===== src/logic/serial_port_pkg.sv =====
package serial_port_pkg;
   // register offsets
   localparam logic [7:0] POWER_CONTROL_ADDR       = 8'h87;
   localparam logic [7:0] SERIAL_PORT_CONTROL_ADDR = 8'h98;
   localparam logic [7:0] SLAVE_ADDRESS_ADDR       = 8'hA9;
   localparam logic [7:0] SLAVE_ADDRESS_MASK_ADDR  = 8'hB9;
   localparam logic [7:0] BAUD_RELOAD_ADDR         = 8'hC0;
   localparam logic [7:0] TX_DATA_ADDR             = 8'hC1;
   localparam logic [7:0] RX_DATA_ADDR             = 8'hC2;
   localparam logic [7:0] IRQ_STATUS_ADDR          = 8'hC3;
   localparam logic [7:0] IRQ_MASK_ADDR            = 8'hC4;
   // power control fields
   localparam int PC_BAUD_DOUBLER   = 7;
   localparam int PC_FRAME_ERR_SEL  = 6;
   localparam int PC_POWER_OFF      = 4;
   localparam int PC_GP1            = 3;
   localparam int PC_GP0            = 2;
   localparam int PC_POWER_DOWN     = 1;
   localparam int PC_SLEEP          = 0;
   // serial control fields
   localparam int SC_BIT7           = 7;
   localparam int SC_MODE1          = 6;
   localparam int SC_ADDR_FILTER    = 5;
   localparam int SC_RX_ENABLE      = 4;
   localparam int SC_TX_NINTH       = 3;
   localparam int SC_RX_NINTH       = 2;
   localparam int SC_TX_DONE        = 1;
   localparam int SC_RX_DONE        = 0;
   // interrupt status fields
   localparam int IRQ_TX_DONE       = 0;
   localparam int IRQ_RX_DONE       = 1;
   localparam int IRQ_FRAME_ERR     = 2;
   // reset values
   localparam logic [7:0] POWER_CONTROL_RESET = 8'h00;
   localparam logic [7:0] SERIAL_CONTROL_RESET = 8'h00;
   // timing: oscillator divisors
   localparam int SHIFT_DIV         = 12;
   localparam int FIXED_DIV_NORMAL  = 64;
   localparam int FIXED_DIV_DOUBLE  = 32;
   localparam int OVERSAMPLE        = 16;
   localparam int TIMER_PRESCALE    = 2;
   typedef enum logic [1:0] {MODE_SHIFT, MODE_UART8, MODE_UART9_FIXED, MODE_UART9_VAR} mode_t;
endpackage


===== src/logic/serial_port_control_status.sv =====
`timescale 1ns/1ps
module serial_port_control_status #(
   parameter int TIMER_WIDTH = 16
) (
   // clock and reset
   input  wire logic       clock,
   input  wire logic       rstn,
   input  wire logic       cold_reset_n,
   // register port
   input  wire logic [7:0] reg_addr,
   input  wire logic [7:0] reg_wdata,
   input  wire logic       reg_write,
   input  wire logic       reg_read,
   output logic      [7:0] reg_rdata,
   // serial line
   input  wire logic       rx_pin,
   output logic            tx_pin,
   output logic            shift_clock_out,
   output logic            shift_data_out,
   output logic            shift_data_oe,
   // power requests and interrupt
   output logic            power_down_request,
   output logic            sleep_cpu_request,
   output logic            irq
);
   import serial_port_pkg::*;

   // registers
   logic       baud_doubler_r;
   logic       frame_error_select_r;
   logic       power_off_flag_r;
   logic       gp1_r;
   logic       gp0_r;
   logic       power_down_request_r;
   logic       sleep_cpu_request_r;
   logic       serial_mode_bit0_r;
   logic       serial_mode_bit1_r;
   logic       multiproc_address_filter_r;
   logic       rx_enable_r;
   logic       tx_ninth_bit_r;
   logic       rx_ninth_bit_r;
   logic       tx_done_flag_r;
   logic       rx_done_flag_r;
   logic       framing_error_flag_r;
   logic [7:0] slave_address_r;
   logic [7:0] slave_address_mask_r;
   logic [7:0] rx_data_r;
   logic [7:0] tx_data_r;
   logic [7:0] rdata_r;
   logic [TIMER_WIDTH-1:0] reload_r, timer_r;
   logic [2:0] irq_status_r, irq_mask_r;
   logic       rx_meta_r, rx_sync_r;

   // decode
   wire wr_pc   = reg_write && reg_addr == POWER_CONTROL_ADDR;
   wire wr_sc   = reg_write && reg_addr == SERIAL_PORT_CONTROL_ADDR;
   wire wr_tx   = reg_write && reg_addr == TX_DATA_ADDR;
   wire wr_ist  = reg_write && reg_addr == IRQ_STATUS_ADDR;
   wire wr_sa   = reg_write && reg_addr == SLAVE_ADDRESS_ADDR;
   wire wr_mask = reg_write && reg_addr == SLAVE_ADDRESS_MASK_ADDR;
   wire wr_rld  = reg_write && reg_addr == BAUD_RELOAD_ADDR;
   wire wr_imsk = reg_write && reg_addr == IRQ_MASK_ADDR;
   wire mode_t  mode = mode_t'({serial_mode_bit0_r, serial_mode_bit1_r});

   // baud generation: mode 0 twenty-fourth, mode 2 fixed, modes 1/3 timer overflow / 16 when doubled, / 32 when not
   logic [6:0] pre_cnt_r;
   logic       timer_ovf;
   logic [4:0] var_cnt_r;
   wire  [6:0] fixed_div = baud_doubler_r ? 7'(FIXED_DIV_DOUBLE / OVERSAMPLE)
                                          : 7'(FIXED_DIV_NORMAL / OVERSAMPLE);
   wire  [6:0] pre_div = (mode == MODE_SHIFT) ? 7'(SHIFT_DIV)
                       : (mode == MODE_UART9_FIXED) ? fixed_div : 7'(TIMER_PRESCALE);
   wire        pre_tick = pre_cnt_r >= pre_div - 7'd1;
   assign timer_ovf = pre_tick && (&timer_r);
   // variable modes: oversample tick per timer overflow, halved when not doubled
   wire [4:0] var_div = baud_doubler_r ? 5'd1 : 5'd2;
   wire var_tick = timer_ovf && (var_cnt_r >= var_div - 5'd1);
   wire os_tick = (mode == MODE_UART8 || mode == MODE_UART9_VAR) ? var_tick
                : (mode == MODE_UART9_FIXED) ? pre_tick : 1'b0;
   wire shift_tick = (mode == MODE_SHIFT) && pre_tick;

   always_ff @(posedge clock or negedge rstn) begin
      if (!rstn) begin
         pre_cnt_r <= 7'h00;
         timer_r   <= '0;
         var_cnt_r <= 5'h00;
      end else begin
         pre_cnt_r <= pre_tick ? 7'h00 : pre_cnt_r + 7'd1;
         if (pre_tick) timer_r <= (&timer_r) ? reload_r : timer_r + 1'b1;
         if (timer_ovf) var_cnt_r <= var_tick ? 5'h00 : var_cnt_r + 5'd1;
      end
   end

   // receive line synchroniser
   always_ff @(posedge clock or negedge rstn) begin
      if (!rstn) begin
         rx_meta_r <= 1'b1;
         rx_sync_r <= 1'b1;
      end else begin
         rx_meta_r <= rx_pin;
         rx_sync_r <= rx_meta_r;
      end
   end

   // transmitter
   logic [10:0] tx_shift_r;
   logic [3:0]  tx_bits_r, tx_os_r;
   logic        tx_busy_r, tx_pin_r, sclk_r;
   wire  [3:0]  tx_frame_bits = (mode == MODE_UART8) ? 4'd10 : 4'd11;
   wire         tx_bit_end = tx_busy_r && os_tick && tx_os_r == 4'd15;
   // transmit-done rises as the stop bit reaches the pin
   wire         tx_stop_start = tx_busy_r && os_tick && tx_os_r == 4'd0 &&
                                tx_bits_r == tx_frame_bits - 4'd1;
   wire         tx_shift_end = tx_busy_r && shift_tick && !sclk_r && tx_bits_r == 4'd7;
   wire         tx_set = (mode == MODE_SHIFT) ? tx_shift_end : tx_stop_start;

   always_ff @(posedge clock or negedge rstn) begin
      if (!rstn) begin
         tx_shift_r <= 11'h7FF;
         tx_bits_r  <= 4'h0;
         tx_os_r    <= 4'h0;
         tx_busy_r  <= 1'b0;
         tx_pin_r   <= 1'b1;
         sclk_r     <= 1'b1;
      end else if (wr_tx && !tx_busy_r) begin
         // stop, ninth, data, start (lsb out first)
         tx_shift_r <= {1'b1, tx_ninth_bit_r, reg_wdata, 1'b0};
         if (mode == MODE_UART8) tx_shift_r <= {2'b11, reg_wdata, 1'b0};
         if (mode == MODE_SHIFT) tx_shift_r <= {3'b111, reg_wdata};
         tx_busy_r  <= 1'b1;
         tx_bits_r  <= 4'h0;
         tx_os_r    <= 4'h0;
      end else if (tx_busy_r && mode == MODE_SHIFT) begin
         if (shift_tick) begin
            sclk_r <= ~sclk_r;
            // shift on the rising clock so data is stable while it falls
            if (!sclk_r) begin
               tx_shift_r <= {1'b1, tx_shift_r[10:1]};
               tx_bits_r  <= tx_bits_r + 4'd1;
               if (tx_bits_r == 4'd7) tx_busy_r <= 1'b0;
            end
         end
      end else if (tx_busy_r && os_tick) begin
         tx_os_r <= tx_os_r + 4'd1;
         if (tx_os_r == 4'd0) tx_pin_r <= tx_shift_r[0];
         if (tx_bit_end) begin
            tx_shift_r <= {1'b1, tx_shift_r[10:1]};
            tx_bits_r  <= tx_bits_r + 4'd1;
            if (tx_bits_r == tx_frame_bits - 4'd1) tx_busy_r <= 1'b0;
         end
      end
   end

   // receiver
   typedef enum logic [1:0] {RX_IDLE, RX_BITS, RX_STOP} rx_state_t;
   rx_state_t   rx_state_r;
   logic [3:0]  rx_os_r, rx_cnt_r;
   logic [8:0]  rx_shift_r;
   wire  [3:0]  rx_data_bits = (mode == MODE_UART8) ? 4'd8 : 4'd9;
   wire         rx_mid = os_tick && rx_os_r == 4'd7;
   wire  [7:0]  rx_byte = (mode == MODE_UART8) ? rx_shift_r[8:1] : rx_shift_r[7:0];
   wire         rx_ninth = rx_shift_r[8];
   // address recognition
   wire  [7:0]  given = slave_address_r & slave_address_mask_r;
   wire  [7:0]  bcast = slave_address_r | slave_address_mask_r;
   wire  addr_match = ((rx_byte & slave_address_mask_r) == given) ||
                      ((rx_byte & bcast) == bcast);
   wire  stop_ok = rx_sync_r;
   wire  filt_ok = !multiproc_address_filter_r ? 1'b1
                 : (mode == MODE_UART8) ? (stop_ok && addr_match)
                 : (rx_ninth && addr_match);
   wire  rx_frame_end = rx_state_r == RX_STOP && rx_mid;
   wire  uart_rx_set = rx_frame_end && filt_ok && !rx_done_flag_r;
   wire  fe_set = rx_frame_end && !stop_ok;
   logic shift_rx_done;
   wire  rx_set = (mode == MODE_SHIFT) ? shift_rx_done : uart_rx_set;

   always_ff @(posedge clock or negedge rstn) begin
      if (!rstn) begin
         rx_state_r    <= RX_IDLE;
         rx_os_r       <= 4'h0;
         rx_cnt_r      <= 4'h0;
         rx_shift_r    <= 9'h000;
         rx_data_r     <= 8'h00;
         shift_rx_done <= 1'b0;
      end else begin
         shift_rx_done <= 1'b0;
         if (mode == MODE_SHIFT) begin
            // shift mode: sample line on rising shift clock while enabled
            rx_state_r <= RX_IDLE;
            if (rx_enable_r && tx_busy_r && shift_tick && !sclk_r) begin
               rx_shift_r <= {rx_sync_r, rx_shift_r[8:1]};
               if (tx_bits_r == 4'd7) begin
                  rx_data_r     <= {rx_sync_r, rx_shift_r[8:2]};
                  shift_rx_done <= 1'b1;
               end
            end
         end else begin
            case (rx_state_r)
               RX_IDLE: begin
                  rx_os_r <= 4'h0;
                  if (rx_enable_r && !rx_sync_r) rx_state_r <= RX_BITS;
                  rx_cnt_r <= 4'h0;
               end
               RX_BITS: if (os_tick) begin
                  rx_os_r <= rx_os_r + 4'd1;
                  if (rx_mid) begin
                     if (rx_cnt_r == 4'd0 && rx_sync_r) rx_state_r <= RX_IDLE;
                     else if (rx_cnt_r != 4'd0) rx_shift_r <= {rx_sync_r, rx_shift_r[8:1]};
                     rx_cnt_r <= rx_cnt_r + 4'd1;
                     if (rx_cnt_r == rx_data_bits) rx_state_r <= RX_STOP;
                  end
               end
               RX_STOP: if (os_tick) begin
                  rx_os_r <= rx_os_r + 4'd1;
                  if (rx_mid) begin
                     rx_state_r <= RX_IDLE;
                     if (uart_rx_set) rx_data_r <= rx_byte;
                  end
               end
               default: rx_state_r <= RX_IDLE;
            endcase
         end
      end
   end

   // power-off flag: only the cold power-up reset and power control writes touch it
   always_ff @(posedge clock or negedge cold_reset_n) begin
      if (!cold_reset_n) begin
         power_off_flag_r <= 1'b1;
      end else if (wr_pc) begin
         power_off_flag_r <= reg_wdata[PC_POWER_OFF];
      end
   end

   // control registers
   wire sc7_is_fe = frame_error_select_r;
   always_ff @(posedge clock or negedge rstn) begin
      if (!rstn) begin
         {baud_doubler_r, frame_error_select_r, gp1_r, gp0_r} <= 4'h0;
         power_down_request_r <= POWER_CONTROL_RESET[PC_POWER_DOWN];
         sleep_cpu_request_r  <= POWER_CONTROL_RESET[PC_SLEEP];
         {serial_mode_bit0_r, serial_mode_bit1_r, multiproc_address_filter_r} <= 3'h0;
         {rx_enable_r, tx_ninth_bit_r} <= 2'h0;
         slave_address_r      <= 8'h00;
         slave_address_mask_r <= 8'h00;
         reload_r             <= '0;
         irq_mask_r           <= 3'h0;
      end else begin
         if (wr_pc) begin
            baud_doubler_r       <= reg_wdata[PC_BAUD_DOUBLER];
            frame_error_select_r <= reg_wdata[PC_FRAME_ERR_SEL];
            gp1_r                <= reg_wdata[PC_GP1];
            gp0_r                <= reg_wdata[PC_GP0];
            power_down_request_r <= reg_wdata[PC_POWER_DOWN];
            sleep_cpu_request_r  <= reg_wdata[PC_SLEEP];
         end
         if (wr_sc) begin
            if (!sc7_is_fe) serial_mode_bit0_r <= reg_wdata[SC_BIT7];
            serial_mode_bit1_r         <= reg_wdata[SC_MODE1];
            multiproc_address_filter_r <= reg_wdata[SC_ADDR_FILTER];
            rx_enable_r                <= reg_wdata[SC_RX_ENABLE];
            tx_ninth_bit_r             <= reg_wdata[SC_TX_NINTH];
         end
         if (wr_sa) slave_address_r <= reg_wdata;
         if (wr_mask) slave_address_mask_r <= reg_wdata;
         if (wr_rld) reload_r <= {{(TIMER_WIDTH-8){1'b1}}, reg_wdata};
         if (wr_imsk) irq_mask_r <= reg_wdata[2:0];
      end
   end

   // flags: hardware set wins over a software write in the same cycle
   always_ff @(posedge clock or negedge rstn) begin
      if (!rstn) begin
         framing_error_flag_r <= 1'b0;
         tx_done_flag_r       <= 1'b0;
         rx_done_flag_r       <= 1'b0;
         rx_ninth_bit_r       <= 1'b0;
         irq_status_r         <= 3'h0;
         tx_data_r            <= 8'h00;
      end else begin
         if (fe_set) framing_error_flag_r <= 1'b1;
         else if (wr_sc && sc7_is_fe) framing_error_flag_r <= reg_wdata[SC_BIT7];
         if (tx_set) tx_done_flag_r <= 1'b1;
         else if (wr_sc) tx_done_flag_r <= reg_wdata[SC_TX_DONE];
         if (rx_set) rx_done_flag_r <= 1'b1;
         else if (wr_sc) rx_done_flag_r <= reg_wdata[SC_RX_DONE];
         if (uart_rx_set && mode != MODE_UART8) rx_ninth_bit_r <= rx_ninth;
         else if (uart_rx_set && !multiproc_address_filter_r) rx_ninth_bit_r <= stop_ok;
         else if (wr_sc) rx_ninth_bit_r <= reg_wdata[SC_RX_NINTH];
         irq_status_r <= (irq_status_r & ~(wr_ist ? reg_wdata[2:0] : 3'h0))
                       | {fe_set, rx_set, tx_set};
         if (wr_tx) tx_data_r <= reg_wdata;
      end
   end

   // read mux
   wire [7:0] pc_rd = {baud_doubler_r, frame_error_select_r, 1'b0, power_off_flag_r,
                       gp1_r, gp0_r, power_down_request_r, sleep_cpu_request_r};
   wire [7:0] sc_rd = {sc7_is_fe ? framing_error_flag_r : serial_mode_bit0_r,
                       serial_mode_bit1_r, multiproc_address_filter_r, rx_enable_r,
                       tx_ninth_bit_r, rx_ninth_bit_r, tx_done_flag_r, rx_done_flag_r};
   wire [7:0] rd_mux = (reg_addr == POWER_CONTROL_ADDR) ? pc_rd
                     : (reg_addr == SERIAL_PORT_CONTROL_ADDR) ? sc_rd
                     : (reg_addr == SLAVE_ADDRESS_ADDR) ? slave_address_r
                     : (reg_addr == SLAVE_ADDRESS_MASK_ADDR) ? slave_address_mask_r
                     : (reg_addr == BAUD_RELOAD_ADDR) ? reload_r[7:0]
                     : (reg_addr == TX_DATA_ADDR) ? tx_data_r
                     : (reg_addr == RX_DATA_ADDR) ? rx_data_r
                     : (reg_addr == IRQ_STATUS_ADDR) ? {5'h00, irq_status_r}
                     : (reg_addr == IRQ_MASK_ADDR) ? {5'h00, irq_mask_r} : 8'h00;
   always_ff @(posedge clock or negedge rstn) begin
      if (!rstn) rdata_r <= 8'h00;
      else rdata_r <= reg_read ? rd_mux : 8'h00;
   end

   assign reg_rdata          = rdata_r;
   assign tx_pin             = (mode == MODE_SHIFT) ? 1'b1 : tx_pin_r;
   assign shift_clock_out    = (mode == MODE_SHIFT) ? sclk_r : 1'b1;
   assign shift_data_out     = tx_shift_r[0];
   assign shift_data_oe      = (mode == MODE_SHIFT) && tx_busy_r;
   assign power_down_request = power_down_request_r;
   assign sleep_cpu_request  = sleep_cpu_request_r;
   assign irq                = |(irq_status_r & irq_mask_r);
endmodule // serial_port_control_status


===== config.mk =====
export PLATFORM = sky130hd
export DESIGN_NAME = serial_port_control_status
export DESIGN_NICKNAME = d
export VERILOG_FILES = /design/src/logic/serial_port_pkg.sv /design/src/logic/serial_port_control_status.sv
export SDC_FILE = /design/constraint.sdc
export NUM_CORES = 1
export LEC_CHECK = 0
export ABC_AREA = 1
export BUFFER_PORTS_ARGS = -buffer_cell sky130_fd_sc_hd__buf_2
export CAP_MARGIN = 20
export CORE_MARGIN = 2
export CORE_UTILIZATION = 37
export DETAILED_ROUTE_END_ITERATION = 6
export GPL_ROUTABILITY_DRIVEN = 0
export GPL_TIMING_DRIVEN = 0
export PLACE_DENSITY_LB_ADDON = 0.3
export SLEW_MARGIN = 15
export SYNTH_ARGS = -nofsm -noshare
export SYNTH_HDL_FRONTEND = slang
export SYNTH_SLANG_ARGS = --single-unit

===== constraint.sdc =====
create_clock -name clock -period 2.4 [get_ports clock]
set_input_delay 0.48 -clock clock [delete_from_list [all_inputs] [get_ports clock]]
set_output_delay 0.48 -clock clock [all_outputs]
set_load 0.02 [all_outputs]

==> flow_summary.ini <==
[outcome]
outcome = finished, violations left
violations = hold timing, setup timing

[power]
switching_power_w = 0.00230
ir_drop_mv = 0.468
power_density_nw_per_um2 = 773
sw_frac_of_total_pct = 30.5
power_frac_comb_pct = 19.7
internal_power_w = 0.00525
p_clk_share_pct = 39.6
power.leakage_nw = 4.69
seqPwrFrac_pct = 40.7
p_total_w = 0.00755

[worst_setup_path]
slowest_delay_ns = 0.38
r2r.worst_path.cells = 18
crit_slowest_cell = dfrtp_1
crit_fanout = 10
r2r_slack_ns = -0.18
rr_startpoint = serial_mode_bit1_r$_DFFE_PN0P_
end_kind = flop
cpMostUsedCell = nand2_4
crit_start = serial_mode_bit1_r$_DFFE_PN0P_
worstSetupEndpoint = tx_shift_r[2]$_DFFE_PN1P_
worst_setup_path_start_kind = flop
worst-setup-path-type = reg -> reg
crit_required_ns = 2.76
arrival_ns = 2.94
path_cells = buf_6 > nor2_4 > inv_2 > clkbuf_16 > ha_4 > nand2_2 > nor3_2 > nand2_1 > nand2_2 > buf_12 > nand3_4 > nand2_4 > nand2_4 > o211ai_4 > nand2_4 > buf_6 > nand2_1 > o21ai_2
r2r-end = tx_shift_r[2]$_DFFE_PN1P_

[drt]
routed_wl_um = 21700
wire_per_inst_um = 16.0
drt_iter0_drc = 445
drtAntennaViolNets = 0
via_count = 7061
routed_via_density = 5.20
drt_pass1_iterations = 5
drcViolationCount = 0

[floorplan]
coreArea_um2 = 20400
initial_core_util_pct = 38.0
chipHeight_um = 149
io-pin-count = 37
die_area_um2 = 22100
die_w_um = 149
rows = 52

[place]
portBuffers = 35
postPlaceCellArea_um2 = 8380
place_hpwl_um = 15100

[clock_network]
clock-sinks = 142
htree_levels = 4
clkLatencyLatePin_ns = 0.43
cts_root_buffer = clkbuf_16
cts_buffers = 17
cts_tree = built
clkTransAtPathRegs_ns = 0.06
cts.path.max_buffers = 2

[sta]
timing.final.crit_period_ns = 2.58
setup_violations = 66
hold_viol = 14
slew_headroom_pct = 37.1
tightest_slew_ns = 0.934
rsz0062_at_grt = yes
drv_slew = 0
fin_ws_ns = -0.179
whs_ns = -0.00755
timing.final.crit_share_pct = 107
clock_skew_ns = 0.0110
fmax_ghz = 0.388

[finish]
layout.nets = 1115
areaGrowthSynthToFinish_pct = 26.2
layout_commonest_cell = nand2_1
diodes = 0
most-common-layout-cells = 260 x nand2_1, 126 x dfrtp_1, 97 x inv_1, 91 x o21ai_0, 80 x nand3_1
postLayoutCellArea_um2 = 9770
drive_gt1_share_pct = 23.8

[worst_hold_path]
min_path_type = in -> async

[grt]
grt_pass1_wl_um = 35300
grt_overflow = 0
antenna_found_initial = 0
grt_max_degree = 82
grt_pass1_vias = 6911
grt_usage_pct = 20.2

[synth]
ys_seq_area_share_pct = 46.2
synth_area_um2 = 7740
synth.distinct_cells = 54
postSynth.asyncResetShare_pct = 100
ys_seq_elements = 142
synth_top_flop_cell = dfrtp_1
avgSynthCellArea_um2 = 7.90
ys_warn_count = 0
synthCells = 980
synth_edf_count = 0

[run]
drv_cap = 0
metal layers:
layer	GRT usage, %	wire (µm)
met5	0	0
met3	4.23	1080
met2	32.8	10400
met1	26.8	9800
met4	7.48	495
worst min path at each step:
| stage | depth (start not counted) | start | slack [ns] | to |
|---|---|---|---|---|
| floorplan | 0 | rstn | 0.18 | baud_doubler_r$_DFFE_PN0P_ |
| global route | 1 | rstn | 0.02 | timer_r[11]$_DFFE_PN0N_ |
| CTS | 1 | rstn | 0.007 | timer_r[12]$_DFFE_PN0N_ |
| finish | 1 | rstn | -0.008 | timer_r[13]$_DFFE_PN0N_ |
| global placement | 0 | rx_meta_r$_DFF_PN1_ | 0.35 | rx_sync_r$_DFF_PN1_ |
| detailed placement | 0 | rx_meta_r$_DFF_PN1_ | 0.35 | rx_sync_r$_DFF_PN1_ |
state kept, by name (all words and copies together) (netlist names), 2 cells and up:
name                  flops
var_cnt_r                 5
pre_cnt_r                 7
rx_cnt_r                  4
slave_address_r           8
timer_r                  16
tx_os_r                   4
rx_data_r                 8
irq_status_r              3
irq_mask_r                3
rx_state_r                2
reg_rdata                 8
tx_data_r                 8
rx_shift_r                9
slave_address_mask_r      8
tx_bits_r                 4
reload_r                  9
tx_shift_r               10
rx_os_r                   4
stage by stage:
step / TNS (ns) / hold WS (ns) / worst slack [ns] / utilization, % / std cells
global route: -17.05 / 0.0248 / -0.340 / 48.0 / 1358
finish: -7.70 / -0.00755 / -0.179 / 48.0 / 1358
floorplan: -0.0706 / 0.184 / -0.00853 / - / 981
CTS: -3.41 / 0.00690 / -0.130 / 46.6 / 1347
detailed placement: -30.03 / 0.347 / -0.703 / 41.2 / 1287
global placement: -185.25 / 0.347 / -1.23 / 41.0 / 1286
cells by family after synthesis:
logic type,after synthesis,share of synthesized area [%]
AND/OR/NAND/NOR,477,27.0
AO/OA/AOI/OAI,191,15.0
flip-flops,142,46.2
buffers and inverters,136,7.24
adder cells (fa/ha/maj),18,2.91
XOR/XNOR,13,1.47
other,2,0.0970
multiplexers,1,0.129
power by group through the flow:
stage,Clock (W),Sequential (W),Combinational [W]
floorplan,0,0.00299,0.000949
global placement,0,0.00308,0.00121
detailed placement,0,0.00308,0.00125
CTS,0.00303,0.00305,0.00136
global route,0.00315,0.00311,0.00168
finish,0.00299,0.00307,0.00149
worst max-delay path, delay by kind of cell, from the launching register on:
family                     cells  cell delay (ns)
adders and majority gates      1             0.26
and+or+nand+nor               10             0.93
buffers and inverters          5             0.66
AOI/OAI and AO/OA              2             0.28
DFF                            1             0.38
final cells by class:
class | count | area (µm²)
fill | 1918 | 10600
timing repair buffer | 75 | 578
multi-input combinational | 704 | 3980
clock buffer | 18 | 439
tap | 270 | 338
clock inverter | 14 | 228
inverter | 111 | 432
sequential | 142 | 3570
buffer | 24 | 198
synth_stat cells (3+ instances only):
cell type	instances	share of area [%]
or2_2	4	0.32
nand2_2	5	0.40
nand2_1	277	13
nor2_4	3	0.44
o22ai_1	3	0.24
a31o_2	7	0.79
o2111ai_1	3	0.34
dfstp_2	15	5.1
inv_2	5	0.24
nand2_4	3	0.44
nand3b_1	3	0.29
a221oi_1	5	0.57
dfrtp_1	127	41
nand3_1	85	5.5
xor2_1	10	1.1
o21ai_0	113	7.3
nor2_2	5	0.40
nor3_1	10	0.65
clkbuf_1	13	0.63
a21oi_1	19	1.2
o211ai_1	7	0.68
buf_6	4	0.58
buf_4	4	0.39
nand4_1	13	1.1
ha_1	18	2.9
inv_1	106	5.1
o21ai_1	3	0.19
buf_2	4	0.26
xnor2_1	3	0.34
o21ai_2	14	1.6
nor2_1	59	2.9
what timing repair did:
item                       in CTS  in global routing
gates cloned                    3                  0
resized for setup              66                 62
hold buffers                    1                  0
setup buffers                  24                 13
hold endpoints to repair        1                  0
pin swaps                      18                 15
setup endpoints to repair      78                 73
Power figures use the tool's default switching activity.
